`src/hdl/fsp_pkg.sv`:
```
// Package with constants, types and register map for the flash status and protect controller.
// Functional notes
// - Status latched on later falling select edge; host toggles select per poll.
// - Fail bits block program or erase; host clears status before retrying.
// - Host masks the two lowest status bits when polling.
// - Protect takes six writes, sixth with lock code and sector address.
// - Sector address latched on falling edge of the sixth write.
// - Unprotect uses five protect writes then the unprotect code.
package fsp_pkg;
   // Controller register byte offsets.
   localparam logic [3:0] REG_CTRL = 4'h0;
   localparam logic [3:0] REG_ADDR = 4'h4;
   localparam logic [3:0] REG_DATA = 4'h8;
   localparam logic [3:0] REG_STAT = 4'hC;
   // Control register fields.
   localparam int CTRL_GO = 0;
   localparam int CTRL_WR = 1;
   localparam int CTRL_WP = 2;
   localparam int CTRL_PD = 3;
   // Status register fields.
   localparam int ST_BUSY = 0;
   localparam int ST_PDRDY = 1;
   // Device status bit positions.
   localparam int DS_READY = 7;
   localparam int DS_SUSPEND = 6;
   localparam int DS_ERASE_FAIL = 5;
   localparam int DS_PROG_FAIL = 4;
   localparam int DS_PROTECT = 3;
   localparam int DS_SLEEP = 2;
   localparam logic [7:0] DS_POLL_MASK = 8'hFC;
   // Device command codes.
   localparam logic [7:0] CMD_LOCK = 8'h20;
   localparam logic [7:0] CMD_UNLOCK = 8'h40;
   // Pin timing.
   localparam int CLK_MHZ = 50;
   localparam int CLK_NS = 1000 / CLK_MHZ;
   localparam int PULSE_NS = 100;
   localparam int PULSE_CYC = (PULSE_NS + CLK_NS - 1) / CLK_NS;
   localparam int RECOVER_NS = 700;
   localparam int RECOVER_CYC = (RECOVER_NS + CLK_NS - 1) / CLK_NS;
   localparam logic [5:0] PULSE_CNT = 6'(PULSE_CYC);
   localparam logic [5:0] RECOVER_CNT = 6'(RECOVER_CYC);
   localparam logic [5:0] CNT_ZERO = 6'h00;
   localparam logic [5:0] CNT_ONE = 6'h01;
   localparam int AW = 20;
   localparam int DW = 16;
   typedef enum logic [2:0]
   {
      FSP_IDLE = 3'b000,
      FSP_SETUP = 3'b001,
      FSP_STROBE = 3'b010,
      FSP_HOLD = 3'b011,
      FSP_DONE = 3'b100
   } fsp_state_e;
endpackage

```
`src/hdl/fsp_cyc_if.sv`:
```
// Interface carrying one pin cycle request from the register block to the pin engine.
`timescale 1ns/1ps
`default_nettype none
interface fsp_cyc_if;
   logic go;
   logic wr;
   logic [19:0] addr;
   logic [15:0] wdata;
   logic [15:0] rdata;
   logic done;
   modport ctl (output go, output wr, output addr, output wdata, input rdata, input done);
   modport eng (input go, input wr, input addr, input wdata, output rdata, output done);
endinterface
`default_nettype wire

```
`src/hdl/fsp_pin_engine.sv`:
```
// Pin engine that runs one flash read or write cycle on the parallel pins.
`timescale 1ns/1ps
`default_nettype none
module fsp_pin_engine
   import fsp_pkg::*;
(
   // Clock and reset.
   input wire logic ref_clk_i,
   input wire logic rst_i,
   input wire logic ce_i,
   // Request.
   fsp_cyc_if.eng cyc,
   // Flash pins.
   output logic chip_sel_n_o,
   output logic out_en_n_o,
   output logic wr_en_n_o,
   output logic [fsp_pkg::AW-1:0] addr_o,
   output logic [fsp_pkg::DW-1:0] dq_o,
   output logic dq_oe_o,
   input wire logic [fsp_pkg::DW-1:0] dq_i
);
   import fsp_pkg::*;
   fsp_state_e state;
   fsp_state_e next_state;
   logic [5:0] cnt;
   logic cnt_end;
   assign cnt_end = (cnt == CNT_ZERO);
   always_comb
   begin
      next_state = state;
      case (state)
         FSP_IDLE: if (cyc.go) next_state = FSP_SETUP;
         FSP_SETUP: next_state = FSP_STROBE;
         FSP_STROBE: if (cnt_end) next_state = FSP_HOLD;
         FSP_HOLD: next_state = FSP_DONE;
         FSP_DONE: next_state = FSP_IDLE;
         default: next_state = FSP_IDLE;
      endcase
   end
   always_ff @(posedge ref_clk_i or posedge rst_i)
   begin
      if (rst_i)
      begin
         state <= FSP_IDLE;
         cnt <= CNT_ZERO;
         chip_sel_n_o <= 1'b1;
         out_en_n_o <= 1'b1;
         wr_en_n_o <= 1'b1;
         addr_o <= '0;
         dq_o <= '0;
         dq_oe_o <= 1'b0;
         cyc.rdata <= '0;
         cyc.done <= 1'b0;
      end
      else if (ce_i)
      begin
         state <= next_state;
         cyc.done <= (state == FSP_HOLD);
         if (state == FSP_IDLE && cyc.go)
         begin
            addr_o <= cyc.addr;
            dq_o <= cyc.wdata;
            dq_oe_o <= cyc.wr;
         end
         // Select rises after every cycle, so each poll is a fresh edge.
         if (state == FSP_SETUP)
         begin
            cnt <= PULSE_CNT - CNT_ONE;
            chip_sel_n_o <= 1'b0;
            out_en_n_o <= cyc.wr;
            wr_en_n_o <= ~cyc.wr;
         end
         else if (state == FSP_STROBE)
            cnt <= cnt - CNT_ONE;
         if (state == FSP_STROBE && cnt_end)
         begin
            cyc.rdata <= dq_i;
            chip_sel_n_o <= 1'b1;
            out_en_n_o <= 1'b1;
            wr_en_n_o <= 1'b1;
         end
         if (state == FSP_DONE)
            dq_oe_o <= 1'b0;
      end
   end
   chk_sel_pulse_len: assert property (@(posedge ref_clk_i) disable iff (rst_i)
      ce_i && $fell(chip_sel_n_o) |-> ##1 (!chip_sel_n_o) [*4])
      else $error("select pulse shorter than minimum");
   chk_no_oe_write: assert property (@(posedge ref_clk_i) disable iff (rst_i)
      !wr_en_n_o |-> out_en_n_o && dq_oe_o)
      else $error("write strobe with output enable low");
   // The device latches address on the falling strobe, so nothing may move while selected.
   chk_addr_hold: assert property (@(posedge ref_clk_i) disable iff (rst_i)
      !chip_sel_n_o |-> $stable(addr_o) && $stable(dq_o))
      else $error("address or data moved while selected");
endmodule // fsp_pin_engine
`default_nettype wire

```
`src/hdl/fsp_ctrl.sv`:
```
// Top of the host controller: Avalon-MM registers driving the flash pin engine.
//
// Added by the designer: the address map and the Avalon-MM slave port.
`timescale 1ns/1ps
`default_nettype none
module fsp_ctrl
   import fsp_pkg::*;
(
   // Clock, reset and enable.
   input wire logic ref_clk_i,
   input wire logic rst_i,
   input wire logic clk_en_i,
   // Avalon-MM slave.
   input wire logic [3:0] avs_address_i,
   input wire logic avs_read_i,
   input wire logic avs_write_i,
   input wire logic [31:0] avs_writedata_i,
   output logic [31:0] avs_readdata_o,
   output logic avs_waitrequest_o,
   // Flash pins.
   output logic chip_sel_n_o,
   output logic out_en_n_o,
   output logic wr_en_n_o,
   output logic write_protect_n_o,
   output logic power_down_pin_n_o,
   output logic [fsp_pkg::AW-1:0] addr_o,
   output logic [fsp_pkg::DW-1:0] dq_o,
   output logic dq_oe_o,
   input wire logic [fsp_pkg::DW-1:0] dq_i
);
   import fsp_pkg::*;
   fsp_cyc_if cyc ();
   logic go;
   logic wr_dir;
   logic wp_high;
   logic pd_req;
   logic busy;
   logic [AW-1:0] addr_reg;
   logic [DW-1:0] wdata_reg;
   logic [DW-1:0] rdata_reg;
   logic [5:0] rec_cnt;
   logic pd_ready;
   logic acc;
   logic acc_done;
   wire sel_ctrl = (avs_address_i == REG_CTRL);
   wire sel_addr = (avs_address_i == REG_ADDR);
   wire sel_data = (avs_address_i == REG_DATA);
   wire sel_stat = (avs_address_i == REG_STAT);
   wire start = avs_write_i && sel_ctrl && avs_writedata_i[CTRL_GO] && !busy && pd_ready;

   wire [7:0] stat_byte = rdata_reg[7:0] & DS_POLL_MASK;
   wire [31:0] rd_mux = sel_ctrl ? {28'h0, pd_req, wp_high, wr_dir, busy} :
                        sel_addr ? {12'h000, addr_reg} :
                        sel_data ? {16'h0000, rdata_reg} :
                        sel_stat ? {16'h0000, stat_byte, 6'h00, pd_ready, busy} : 32'h0;
   assign cyc.go = go;
   assign cyc.wr = wr_dir;
   assign cyc.addr = addr_reg;
   assign cyc.wdata = wdata_reg;

   fsp_pin_engine u_eng (
      .ref_clk_i(ref_clk_i),
      .rst_i(rst_i),
      .ce_i(clk_en_i),
      .cyc(cyc),
      .chip_sel_n_o(chip_sel_n_o),
      .out_en_n_o(out_en_n_o),
      .wr_en_n_o(wr_en_n_o),
      .addr_o(addr_o),
      .dq_o(dq_o),
      .dq_oe_o(dq_oe_o),
      .dq_i(dq_i)
   );

   // The answer cycle masks the request for one clock, so a held request is taken again every second clock.
   assign acc = (avs_read_i || avs_write_i) && !acc_done;
   always_ff @(posedge ref_clk_i or posedge rst_i)
   begin
      if (rst_i)
      begin
         acc_done <= 1'b0;
         avs_waitrequest_o <= 1'b1;
         avs_readdata_o <= 32'h0;
      end
      else if (clk_en_i)
      begin
         acc_done <= acc;
         avs_waitrequest_o <= !acc;
         avs_readdata_o <= rd_mux;
      end
   end

   wire take_wr = avs_write_i && acc && clk_en_i;
   always_ff @(posedge ref_clk_i or posedge rst_i)
   begin
      if (rst_i)
      begin
         go <= 1'b0;
         busy <= 1'b0;
         wr_dir <= 1'b0;
         wp_high <= 1'b0;
         pd_req <= 1'b0;
         addr_reg <= '0;
         wdata_reg <= '0;
         rdata_reg <= '0;
         write_protect_n_o <= 1'b0;
         power_down_pin_n_o <= 1'b0;
         rec_cnt <= RECOVER_CNT;
         pd_ready <= 1'b0;
      end
      else if (clk_en_i)
      begin
         go <= 1'b0;
         if (take_wr && sel_addr)
            addr_reg <= avs_writedata_i[AW-1:0];
         if (take_wr && sel_data)
            wdata_reg <= avs_writedata_i[DW-1:0];
         if (take_wr && sel_ctrl)
         begin
            wr_dir <= avs_writedata_i[CTRL_WR];
            wp_high <= avs_writedata_i[CTRL_WP];
            pd_req <= avs_writedata_i[CTRL_PD];
         end
         // Write-protect pin follows software so protect bits can change.
         write_protect_n_o <= wp_high;
         // Power-down pin low aborts device work; no cycle starts then.
         power_down_pin_n_o <= !pd_req;
         if (take_wr && start)
         begin
            go <= 1'b1;
            busy <= 1'b1;
         end
         else if (cyc.done)
         begin
            busy <= 1'b0;
            rdata_reg <= cyc.rdata;
         end
         // Hold off access until recovery time after power-down release.
         if (pd_req)
         begin
            rec_cnt <= RECOVER_CNT;
            pd_ready <= 1'b0;
         end
         else if (rec_cnt != CNT_ZERO)
            rec_cnt <= rec_cnt - CNT_ONE;
         else
            pd_ready <= 1'b1;
      end
   end

   // Counts how long the power-down pin has stood high, saturating at the recovery count.
   // It is kept apart from the recovery counter so the check below does not copy it.
   logic [5:0] pd_high_cnt;

   always_ff @(posedge ref_clk_i or posedge rst_i)
   begin
      if (rst_i)
         pd_high_cnt <= CNT_ZERO;
      else if (clk_en_i)
      begin
         if (!power_down_pin_n_o)
            pd_high_cnt <= CNT_ZERO;
         else if (pd_high_cnt != RECOVER_CNT)
            pd_high_cnt <= pd_high_cnt + CNT_ONE;
      end
   end

   chk_recover_wait: assert property (@(posedge ref_clk_i) disable iff (rst_i)
      clk_en_i && $fell(pd_req) |-> !pd_ready)
      else $error("access allowed before power-down recovery");

   chk_recover_len: assert property (@(posedge ref_clk_i) disable iff (rst_i)
      pd_ready |-> (pd_high_cnt == RECOVER_CNT))
      else $error("ready before power-down recovery time elapsed");

   chk_stat_mask: assert property (@(posedge ref_clk_i) disable iff (rst_i)
      (stat_byte[1:0] == 2'b00))
      else $error("reserved status bits not masked");

   // A cycle may only be launched from an idle, recovered controller.
   chk_go_guard: assert property (@(posedge ref_clk_i) disable iff (rst_i)
      $rose(go) |-> $past(pd_ready) && !$past(busy))
      else $error("pin cycle launched while busy or not recovered");

   chk_one_go: assert property (@(posedge ref_clk_i) disable iff (rst_i)
      clk_en_i && go |=> !go)
      else $error("launch strobe longer than one cycle");

   chk_busy_clear: assert property (@(posedge ref_clk_i) disable iff (rst_i)
      clk_en_i && cyc.done |=> !busy)
      else $error("busy still set after pin cycle ended");

   chk_pd_pin: assert property (@(posedge ref_clk_i) disable iff (rst_i)
      clk_en_i && pd_req |=> !power_down_pin_n_o)
      else $error("power-down pin not driven low on request");

endmodule // fsp_ctrl
`default_nettype wire

```
`config.mk`:
```
export PLATFORM = sky130hd
export DESIGN_NAME = fsp_ctrl
export DESIGN_NICKNAME = d
export VERILOG_FILES = /design/src/hdl/fsp_pkg.sv /design/src/hdl/fsp_cyc_if.sv /design/src/hdl/fsp_pin_engine.sv /design/src/hdl/fsp_ctrl.sv
export SDC_FILE = /design/constraint.sdc
export NUM_CORES = 1
export LEC_CHECK = 0
export BUFFER_PORTS_ARGS = -buffer_cell sky130_fd_sc_hd__buf_4
export CORE_MARGIN = 5
export CORE_UTILIZATION = 59
export CTS_CLUSTER_SIZE = 20
export DETAILED_ROUTE_END_ITERATION = 8
export PLACE_DENSITY = 0.85
export SYNTH_ARGS = -nofsm -noshare
export SYNTH_HDL_FRONTEND = slang
export SYNTH_SLANG_ARGS = --single-unit
```
`constraint.sdc`:
```
create_clock -name ref_clk_i -period 11.6 [get_ports ref_clk_i]
set_clock_uncertainty 0.2 [all_clocks]
set_input_delay 0.58 -clock ref_clk_i [delete_from_list [all_inputs] [get_ports ref_clk_i]]
set_output_delay 0.58 -clock ref_clk_i [all_outputs]
set_load 0.03 [all_outputs]
```
# After elaboration in Yosys (flattened, before gate mapping)

Cells that the tools add are included.

Add/subtract/negate cells: 2
Equal/unequal tests: 10
Bitwise logic cells: 2
Reduce and logical (&&, ||, !) cells: 40
Mux-type cells: 24

Operators by type and width:

| operator            | number |
|---|---|
| $mux 20             | 2 |
| $mux 16             | 2 |
| $mux 6              | 4 |
| $reduce_and 2->1    | 11 |
| $logic_and 1x1->1   | 13 |
| $mux 1              | 13 |
| $pmux 3 s4          | 1 |
| $sub 6x1->6 const B | 2 |
| $reduce_bool 2->1   | 5 |
| $eq 4x4->1 const B  | 2 |
| $eq 3x2->1 const B  | 2 |
| $logic_not 6->1     | 1 |
| $mux 3              | 2 |
| $reduce_and 3->1    | 2 |
| $reduce_bool 6->1   | 1 |
| $eq 4x3->1 const B  | 1 |
| $logic_not 1->1     | 4 |
| $logic_not 4->1     | 1 |
| $ne 2x2->1 const B  | 2 |
| $eq 3x1->1 const B  | 1 |
| $eq 3x3->1 const B  | 1 |
| $logic_not 3->1     | 1 |
| $ne 2x1->1 const B  | 1 |
| $not 1->1           | 2 |
| $logic_or 1x1->1    | 1 |

Bits of input ports: 57
Word-level logic and storage cells: 103
Output and inout port bits: 75
Flip-flop bits (word level): 166

# Depth between registers and ports, before layout

Gate-level depths: netlist of run 1.

Depth in word-level cells: 8
Gate-level depth with buffers: 6
Mapped depth without buffers: 5

# Cells and area by module

Synthesis of run 1 repeated with hierarchy kept, for this count alone.

Cells, all modules: 497
Area total of the unflattened synthesis: 6682.7 um2

Modules (own cells, without submodules):

| module         | area each (um2) | sequential area each (um2) | times used | cells each |
|---|---|---|---|---|
| fsp_ctrl       | 3946.3          | 2207.1                     | 1          | 312 |
| fsp_pin_engine | 2736.4          | 1655.3                     | 1          | 185 |

# Least setup slack after synthesis of run 1

No wires, ideal clock.

Kind: input to register
Start point: input avs_address_i[3]
End point: register addr_reg[0]
Stages on the path: 5
Library setup time: 0.125 ns
Path buffers: 2
Data required time: 11.275 ns
Slack: 9.482 ns
Arrival time: 1.794 ns
Cell sequence: buf_4 or4b_4 nor2_4 buf_6 mux2_2

Longest elaborated chain between the ends: 3

Ends and longest elaborated chain:

| item                              | line            | text |
|---|---|---|
| start, declared                   | fsp_ctrl.sv:14  | `input wire logic [3:0] avs_address_i,` |
| $eq 4x3->1                        | fsp_ctrl.sv:46  | `wire sel_addr = (avs_address_i == REG_ADDR);` |
| $logic_and 1x1->1                 | fsp_ctrl.sv:114 | `if (take_wr && sel_addr)` |
| $reduce_and 2->1 (no source line) | n/a             |  |
| end signal, assigned              | fsp_ctrl.sv:115 | `addr_reg <= avs_writedata_i[AW-1:0];` |
| end, declared                     | fsp_ctrl.sv:38  | `logic [AW-1:0] addr_reg;` |

Every way passes these cells.
A chain may end at the register's enable or synchronous reset.

# Worst setup path in the final report of run 1

Start point: register u_eng.state[0]
End point: register u_eng.addr_o[7] (netlist bit)

Longest elaborated chain between the ends: 3

Ends and longest elaborated chain:

| item                              | line                 | text |
|---|---|---|
| start, declared                   | fsp_pin_engine.sv:23 | `fsp_state_e state;` |
| start signal, assigned            | fsp_pin_engine.sv:57 | `state <= next_state;` |
| $logic_not 3->1                   | fsp_pin_engine.sv:59 | `if (state == FSP_IDLE && cyc.go)` |
| $logic_and 1x1->1                 | fsp_pin_engine.sv:59 |  |
| $reduce_and 2->1 (no source line) | n/a                  |  |
| end signal, assigned              | fsp_pin_engine.sv:61 | `addr_o <= cyc.addr;` |
| end, declared                     | fsp_pin_engine.sv:17 | `output logic [fsp_pkg::AW-1:0] addr_o,` |

Every way passes these cells.

==> results of run 1 <==
layout by cell type (no fill, tap or decap), drive strengths merged, types with 4 or more instances in the layout:
master     n
nor2b      4
nand3      4
o21ai     13
o41ai      6
o221ai     7
buf      108
nor2      15
inv       17
a21o       7
nor4       6
or4        4
a22oi      6
clkbuf    23
o2bb2ai   17
nand2b     4
a21oi      4
dfrtp    147
mux2     109
conb      12
ha         4
nand2     15
or3        4
dfstp      7
logic make-up after synthesis:
| kind of cell | after synthesis |
|---|---|
| flip-flops | 154 |
| multiplexers | 112 |
| AO/OA/AOI/OAI | 86 |
| AND/OR/NAND/NOR | 74 |
| buffers and inverters | 55 |
| adder cells (fa/ha/maj) | 4 |
| other | 1 |
| XOR/XNOR | 1 |
area by class of cell:
type / count / area (um^2) / share of cell area (%)
well taps: 140 / 175 / 2.18
flip-flops and latches: 154 / 3860 / 48.1
clock buffers: 23 / 478 / 5.95
clock inverters: 9 / 136 / 1.70
multi-input cells: 289 / 2500 / 31.2
inverters: 16 / 65.1 / 0.810
repair buffers: 108 / 811 / 10.1
worst max-delay path, cell delays in order, from the launching register on:
cell	delay (ns)
dfrtp_1	0.49
nor2_1	0.32
and2_2	0.89
mux2_2	0.43
Yosys cell counts (all sizes together), types with 7 or more instances:
library cell	n
dfrtp	147
mux2	109
buf	31
o2bb2ai	17
inv	16
nand2	15
nor2	15
o21ai	13
clkbuf	8
a21o	7
dfstp	7
o221ai	7
report_power, final:
| part | internal, mW | total, mW | leakage (nW) | switching [mW] |
|---|---|---|---|---|
| clock | 0.357 | 0.569 | 0.294 | 0.213 |
| combinational | 0.124 | 0.253 | 1.59 | 0.129 |
| sequential | 0.636 | 0.717 | 2.05 | 0.0815 |
per-stage QoR:
stage | area, um^2 | instances
5_1_grt | 8030 | 739
3_3_place_gp | 7410 | 707
6_report | 8030 | 739
2_1_floorplan | 6690 | 498
3_5_place_dp | 7410 | 707
4_1_cts | 8030 | 739
path summary, 6_finish.rpt:
kind	start	to	slack (ns)	depth (start not counted)
min in group ref_clk_i	dq_i[4]	u_eng.cyc.rdata[4]	0.19	2
min reg2reg	u_eng.chip_sel_n_o	u_eng.chip_sel_n_o	0.29	2
max in group asynchronous	rst_i	write_protect_n_o	9.66	3
max reg2reg	u_eng.state[0]	u_eng.addr_o[7]	9.13	3
max	u_eng.state[0]	u_eng.addr_o[7]	9.13	3
min	rst_i	u_eng.cyc.rdata[7]	0.05	2
per-layer routing:
| layer | part of all wire, % | up-vias |
|---|---|---|
| met5 | 0 | - |
| met4 | 1.8 | 0 |
| met3 | 6.6 | 25 |
| met2 | 50 | 181 |
| met1 | 42 | 2275 |
| li1 | - | 1955 |
==> results_dict.tcl, run 1 <==
set metrics [dict create \
    status "finished, final reports clean" \
    place_ws_ns 8.84 \
    postLayoutCoreUtil_pct 73.4 \
    cap_violations 0 \
    grt.met1_usage_pct 30.9 \
    io_buffers 107 \
    track_usage_pct 23.5 \
    rows 38 \
    slew_viol_final 0 \
    ys_ff_latch 154 \
    cp.required_ns 11.70 \
    finalCritPeriodShare_pct 21.3 \
    synth_flop_cell "dfrtp_1" \
    synth.distinct_cells 63 \
    hold_ws_ns 0.0527 \
    cts_tree "yes" \
    tightest_slew_ns 1.02 \
    cts.sinks 154 \
    hold_violations 0 \
    antenna_found_initial 0 \
    grt.busiest_layer "met2" \
    power_density_nw_per_um2 192 \
    grt_use_met2_pct 37.9 \
    setup_tns_ns 0 \
    leakage_nw 3.93 \
    place_hpwl_um 10200 \
    antenna_cells 0 \
    cp.arrival_ns 2.57 \
    synthCells 487 \
    drt_iter0_drc 280 \
    drt_first_pass_iters 5 \
    nFillCells 710 \
    critPathLaunchType "flop" \
    ctsHoldBuffers 0 \
    synth_mux_area_share_pct 18.9 \
    synth_xor_area_share_pct 0.132 \
    htree_levels 4 \
    io_pins 132 \
    cts_setup_buffers 0 \
    synth_fa_ha_area_share_pct 0.753 \
    die-area_um2 13500 \
    p_total_mw 1.54 \
    finalWorstSetupSlack_ns 9.13 \
    clock.fmax_mhz 406 \
    vias 4436 \
    endpoint_kind "flop" \
    syn_area_per_cell_um2 13.7 \
    layout.nets 647 \
    overflow 0 \
    synth_edf_count 0 \
    path_max_fanout 36 \
    synth_top_area_share_pct 55.3 \
    min_period_ns 2.47 \
    ys_seq_area_share_pct 58.1 \
    async_flop_share_pct 100 \
    syn2layout_area_growth_pct 20.8 \
    first_global_vias 4619 \
    die_x_um 116 \
    start_util_pct 60.8 \
    yosysWarningCount 0 \
    die_h_um 116 \
    critPathKind "flop to flop" \
    vias_per_cell 6.00 \
    synth_top_cells_by_area "dfrtp_1, mux2_2, dfstp_2, buf_4, o2bb2ai_1" \
    clk_pin_slew_ns 0.06 \
    finalWirelength_um 15000 \
    clock_latency_ns 0.42 \
    finalSetupViolCount 0 \
    post-synth-top-area-cell "dfrtp_1" \
    clockBufferDepth 2 \
    grt_max_degree 82 \
    hp-class "input pin to asynchronous set/reset pin" \
    core_um2 10900 \
    cts_resized 0 \
    yosys.area_share.simple_pct 6.85 \
    grt_first_pass_wirelength_um 24200 \
    gp_congestion 0.793 \
    synth_top_family_by_area "multiplexers" \
    antenna_left 0 \
    clockRootBuffer "clkbuf_16" \
    wl_per_cell_um 20.3 \
    synth_area_um2 6650 \
    synth_compound_area_share_pct 10.3 \
    drive_above_1_share_pct 44.4 \
    cts_buffers 17 \
    grt_use_met3_pct 6.58 \
    drc 0 \
    slew_headroom_pct 31.9 \
    rsz0062_at_grt "false" \
    peakVddDrop_mv 0.145 \
]
Note: power is estimated with default switching activity, not from simulation.
==> inputs of run 2 (changes only) <==
CORE_UTILIZATION = 55   (was 59)
PLACE_DENSITY = 0.8   (was 0.85)
clock period = 2.4 ns   (was 11.6 ns; I/O delays follow)
==> run 2 against run 1 <==
First-iteration DRC count up 7.5%. Routed wire length increased by 5.1%. Clock power rose to 4.6 times the previous value. Combinational power rose to 5.1 times the previous value. Hold slack got worse by 0.030 ns. Register-to-register slack got worse by 8.8 ns. Final cell count is 7.8% higher. Die area up 6.6%. Via count is 3.4% higher.
==> results_dict.tcl, run 2 (same netlist as run 1, synthesis figures left out) <==
set metrics [dict create \
    rows 40 \
    path_max_fanout 32 \
    leakage_nw 4.14 \
    mostFrequentLayoutCell "dfrtp_1" \
    first_global_vias 4781 \
    antenna_cells 0 \
    cts_setup_buffers 0 \
    io_buffers 107 \
    hold_violations 0 \
    cts_tree "yes" \
    die_h_um 120 \
    seqCellArea_um2 3860 \
    power_density_nw_per_um2 866 \
    cts_buffers 17 \
    cp.arrival_ns 2.35 \
    clockBufferDepth 2 \
    cp.required_ns 2.55 \
    start_util_pct 55.8 \
    finalWirelength_um 15800 \
    critPathLaunchType "input pin" \
    slew_viol_final 0 \
    post-place-cells 720 \
    finalCritPeriodShare_pct 91.5 \
    overflow 0 \
    place_ws_ns 0.391 \
    antenna_found_initial 0 \
    wl_per_cell_um 19.8 \
    peakVddDrop_mv 0.594 \
    endpoint_kind "flop" \
    fin_cells 797 \
    cts_resized 0 \
    slew_headroom_pct 46.7 \
    tightest_slew_ns 0.799 \
    ctsHoldBuffers 45 \
    place_area_um2 7480 \
    cts.sinks 154 \
    drt_first_pass_iters 5 \
    cap_violations 0 \
    min_to "avs_readdata_o[0]" \
    finalSetupViolCount 0 \
    min_path_cells 3 \
    reg2reg_depth 5 \
    syn2layout_area_growth_pct 28.1 \
    clk_pin_slew_ns 0.06 \
    htree_levels 4 \
    drt_iter0_drc 301 \
    finalWorstSetupSlack_ns 0.204 \
    clock_latency_ns 0.43 \
    core_um2 11900 \
    gp_congestion 0.837 \
    layout_common_cells "dfrtp_1, buf_4, mux2_2" \
    vias 4585 \
    hold_ws_ns 0.0230 \
    drive_above_1_share_pct 42.2 \
    rsz0062_at_grt "false" \
    io_pins 132 \
    min_period_ns 2.20 \
    design_area_um2 8510 \
    status "finished, final reports clean" \
    r2r-start "acc_done" \
    die-area_um2 14400 \
    track_usage_pct 22.8 \
    grt_first_pass_wirelength_um 25400 \
    grt_max_degree 155 \
    antenna_left 0 \
    hp-class "input pin to flop" \
    place_hpwl_um 10200 \
    worstReg2RegEnd "avs_waitrequest_o" \
    critPathKind "input pin to flop" \
    clockRootBuffer "clkbuf_16" \
    layout.nets 698 \
    die_x_um 120 \
    setup_tns_ns 0 \
    ff2ff_setup_slack_ns 0.31 \
    vias_per_cell 5.75 \
    multi_input_comb_area_um2 2500 \
    hold_path_startpoint "avs_address_i[3]" \
    nFillCells 793 \
    clock.fmax_mhz 455 \
    drc 0 \
]
==> run 2: cell types whose count changed in the layout (fill, tap and decap cells not counted) <==
cell and delta:
dlygate4sd3_1 +45, clkinv_2 +2, bufinv_16 -2, clkbuf_1 -2
buf_12 +1, clkbuf_8 +2, clkinvlp_4 +1, buf_4 +5
inv_6 -1
==> run 2: worst max-delay path, cell delays in order <==
cell,delay [ns]
dlygate4sd3_1,0.52
buf_4,0.31
o211ai_1,0.13
dlygate4sd3_1,0.59
o21a_1,0.11
dlygate4sd3_1,0.55
==> run 2: cell type report <==
| type | count | share of cell area (%) |
|---|---|---|
| Clock inverter | 9 | 1.01 |
| Tap cell | 147 | 2.16 |
| Clock buffer | 23 | 5.85 |
| Multi-Input combinational cell | 289 | 29.4 |
| Inverter | 16 | 0.749 |
| Sequential cell | 154 | 45.4 |
| Timing Repair Buffer | 159 | 15.5 |
==> run 2: power by group <==
part | internal [mW] | switching, mW | total (mW) | leakage (nW)
Clock | 1.57 | 1.05 | 2.62 | 0.286
Sequential | 3.07 | 0.407 | 3.48 | 2.05
Combinational | 0.650 | 0.631 | 1.28 | 1.81
Total | 5.29 | 2.09 | 7.38 | 4.14
==> run 2: worst max-delay path by stage <==
| stage | endpoint | from | slack (ns) | depth (start not counted) |
|---|---|---|---|---|
| after floorplan | acc_done | rst_i | 0.14 | 1 |
| after global placement | addr_reg[4] | avs_address_i[2] | 0.43 | 5 |
| after detailed placement | addr_reg[12] | avs_address_i[2] | 0.39 | 5 |
| after CTS | avs_waitrequest_o | clk_en_i | 0.24 | 6 |
| after global routing | avs_waitrequest_o | clk_en_i | 0.15 | 6 |
| final | avs_waitrequest_o | clk_en_i | 0.20 | 6 |
==> run 2: through the flow <==
step | util, % | power (mW)
after floorplan | - | 4.32
after global placement | 62.8 | 4.62
after detailed placement | 62.8 | 4.71
after CTS | 71.5 | 7.39
after global routing | 71.5 | 7.70
final | 71.5 | 7.38
==> run 2: metal layers <==
metal  share of wire (%)  routed length [um]  vias to the layer above  GRT usage [%]
met1                  41                6480                     2344           27.9
met4                 2.3                 365                        0           8.88
met3                 5.6                 875                       31           6.27
met2                  51                8040                      156           38.3
li1                    -                   -                     2054              -
met5                   0                   0                        -              0
==> inputs of run 3 (changes only) <==
ABC_AREA = 1   (was default)
==> run 3 against run 2 <==
Cell area increased by 0.18%. Global-route usage increased by 0.27 points. Synthesized cell count increased by 57%. Core utilization increased by 0.43 points. Area after synthesis decreased by 0.75%. Setup slack improved by 0.11 ns. Critical path depth increased by 1. Power increased by 4.9%. Clock-buffer cell count unchanged. Register-to-register slack about the same. Non-clock buffer count increased by 4. First-iteration DRC count increased by 77%. Largest cell class unchanged. Largest power group unchanged.
==> results_dict.tcl, run 3 <==
set metrics [dict create \
    clockBufferDepth 2 \
    io_buffers 107 \
    vias_per_cell 5.12 \
    worst_path_dominant_cell_family "buffers and inverters" \
    synth_area_um2 6600 \
    overflow 0 \
    cap_violations 0 \
    die-area_um2 14300 \
    peakVddDrop_mv 0.491 \
    cts_tree "yes" \
    cp_num_buf_inv 4 \
    ys_ff_latch 154 \
    finalSetupViolCount 0 \
    cp_common_cell "dlygate4sd3_1" \
    synth_commonest_cells "nand2_1, dfrtp_1, inv_1" \
    synth_most_common_cell "nand2_1" \
    critPathKind "input pin to flop" \
    slew_viol_final 0 \
    grt_max_degree 75 \
    hold_ws_ns 0.0606 \
    layout.nets 981 \
    drt_iter0_drc 534 \
    seqCellArea_um2 3860 \
    crit_chain "dlygate4sd3_1, buf_4, o21ai_0, dlygate4sd3_1, nand2_1, dlygate4sd3_1, o21a_1" \
    cp.arrival_ns 2.19 \
    drc 0 \
    cts_setup_buffers 0 \
    synthCells 767 \
    post-place-cells 1003 \
    die_h_um 120 \
    core_um2 11900 \
    layout_common_cells "nand2_1, dfrtp_1, buf_4" \
    setup_tns_ns 0 \
    clock_latency_ns 0.41 \
    cp.required_ns 2.50 \
    slowest_stage "dlygate4sd3_1" \
    track_usage_pct 23.0 \
    leakage_nw 4.46 \
    ys_seq_area_share_pct 58.5 \
    slew_headroom_pct 51.2 \
    place_ws_ns 0.625 \
    endpoint_kind "flop" \
    p_total_mw 7.74 \
    design_area_um2 8530 \
    async_flop_share_pct 100 \
    synth_flop_cell "dfrtp_1" \
    rsz0062_at_grt "false" \
    finalWirelength_um 16000 \
    place_hpwl_um 10300 \
    synth_top_cells_by_area "dfrtp_1, nand2_1, o21ai_1, inv_1, nand3_1" \
    nFillCells 847 \
    finalWorstSetupSlack_ns 0.313 \
    cts.sinks 154 \
    start_util_pct 55.6 \
    wl_per_cell_um 14.8 \
    fin_cells 1079 \
    first_global_vias 5463 \
    synth_edf_count 0 \
    clockRootBuffer "clkbuf_16" \
    rows 40 \
    hp-class "input pin to flop" \
    synth.distinct_cells 35 \
    max_stage_delay_ns 0.58 \
    hold_violations 0 \
    post-synth-top-area-cell "dfrtp_1" \
    htree_levels 4 \
    cts_resized 0 \
    die_x_um 120 \
    finalCritPeriodShare_pct 87.0 \
    antenna_found_initial 0 \
    power_density_nw_per_um2 907 \
    syn2layout_area_growth_pct 29.3 \
    ctsHoldBuffers 45 \
    drt_first_pass_iters 5 \
    antenna_left 0 \
    antenna_cells 0 \
    postLayoutCoreUtil_pct 71.9 \
    mostFrequentLayoutCell "nand2_1" \
    syn_area_per_cell_um2 8.60 \
    yosysWarningCount 0 \
    gp_congestion 0.841 \
    status "finished, final reports clean" \
    min_period_ns 2.09 \
    cts_buffers 17 \
    tightest_slew_ns 0.732 \
    path_max_fanout 2 \
    clock.fmax_mhz 479 \
    grt_first_pass_wirelength_um 26400 \
    io_pins 132 \
    vias 5527 \
    multi_input_comb_area_um2 2180 \
    synth_top_area_share_pct 55.8 \
    place_area_um2 7510 \
    clk_pin_slew_ns 0.06 \
    critPathLaunchType "input pin" \
    drive_above_1_share_pct 18.2 \
]
## run 3: changes by cell type in the layout (fill, tap and decap cells not counted), moves of 22 or more
cell     delta
mux2_2    -108
o21ai_0    +22
inv_1      +76
nand2_1   +226
nand3_1    +41
o21ai_1    +76
## run 3: power by group
part | total [mW] | switching (mW) | internal (mW)
logic | 1.69 | 1.04 | 0.650
clock network | 2.53 | 1.02 | 1.51
registers | 3.52 | 0.365 | 3.15
total | 7.74 | 2.42 | 5.31
## run 3: cell families (layout without fill, tap and decap cells)
| kind of cell | count (synthesis) | count (layout) | synth area share (%) |
|---|---|---|---|
| fa+ha+maj | 4 | 4 | 0.759 |
| buf+inv | 139 | 293 | 9.10 |
| compound gates | 136 | 136 | 10.8 |
| flops | 154 | 154 | 58.5 |
| other cells | 1 | 12 | 0.0568 |
| xor+xnor | 2 | 2 | 0.266 |
| simple gates | 331 | 331 | 20.5 |
## run 3: final cells by class
class,instances,share of cell area (%)
inverters,99,4.40
well taps,147,2.16
flip-flops and latches,154,45.3
repair buffers,163,16.0
clock buffers,23,5.60
clock inverters,8,1.03
multi-input cells,485,25.6
## run 3: tightest hold or removal path, stage by stage
cell and delay (ns):
buf_4 0.12, nand2_1 0.06, nor3_1 0.06, nand3_4 0.19, nand2_1 0.07
## run 3: final timing paths
check	endpoint	startpoint	slack, ns	cells past startpoint
worst max-delay path	acc_done	avs_read_i	0.31	7
worst min-delay path	busy	avs_write_i	0.06	5
worst max register to register	acc_done	acc_done	0.32	6
worst min register to register	u_eng.chip_sel_n_o	u_eng.chip_sel_n_o	0.27	2
max in group asynchronous	avs_readdata_o[2]	rst_i	1.15	4
min in group asynchronous	avs_readdata_o[15]	rst_i	0.12	3
## run 3: routing by layer
metal  share of wire [%]  vias to the layer above  track usage, %
li1                    -                     2703               -
met4                 2.2                        0            8.66
met3                 4.7                       26            4.38
met1                  42                     2646            29.5
met5                   0                        -               0
met2                  51                      152            39.1
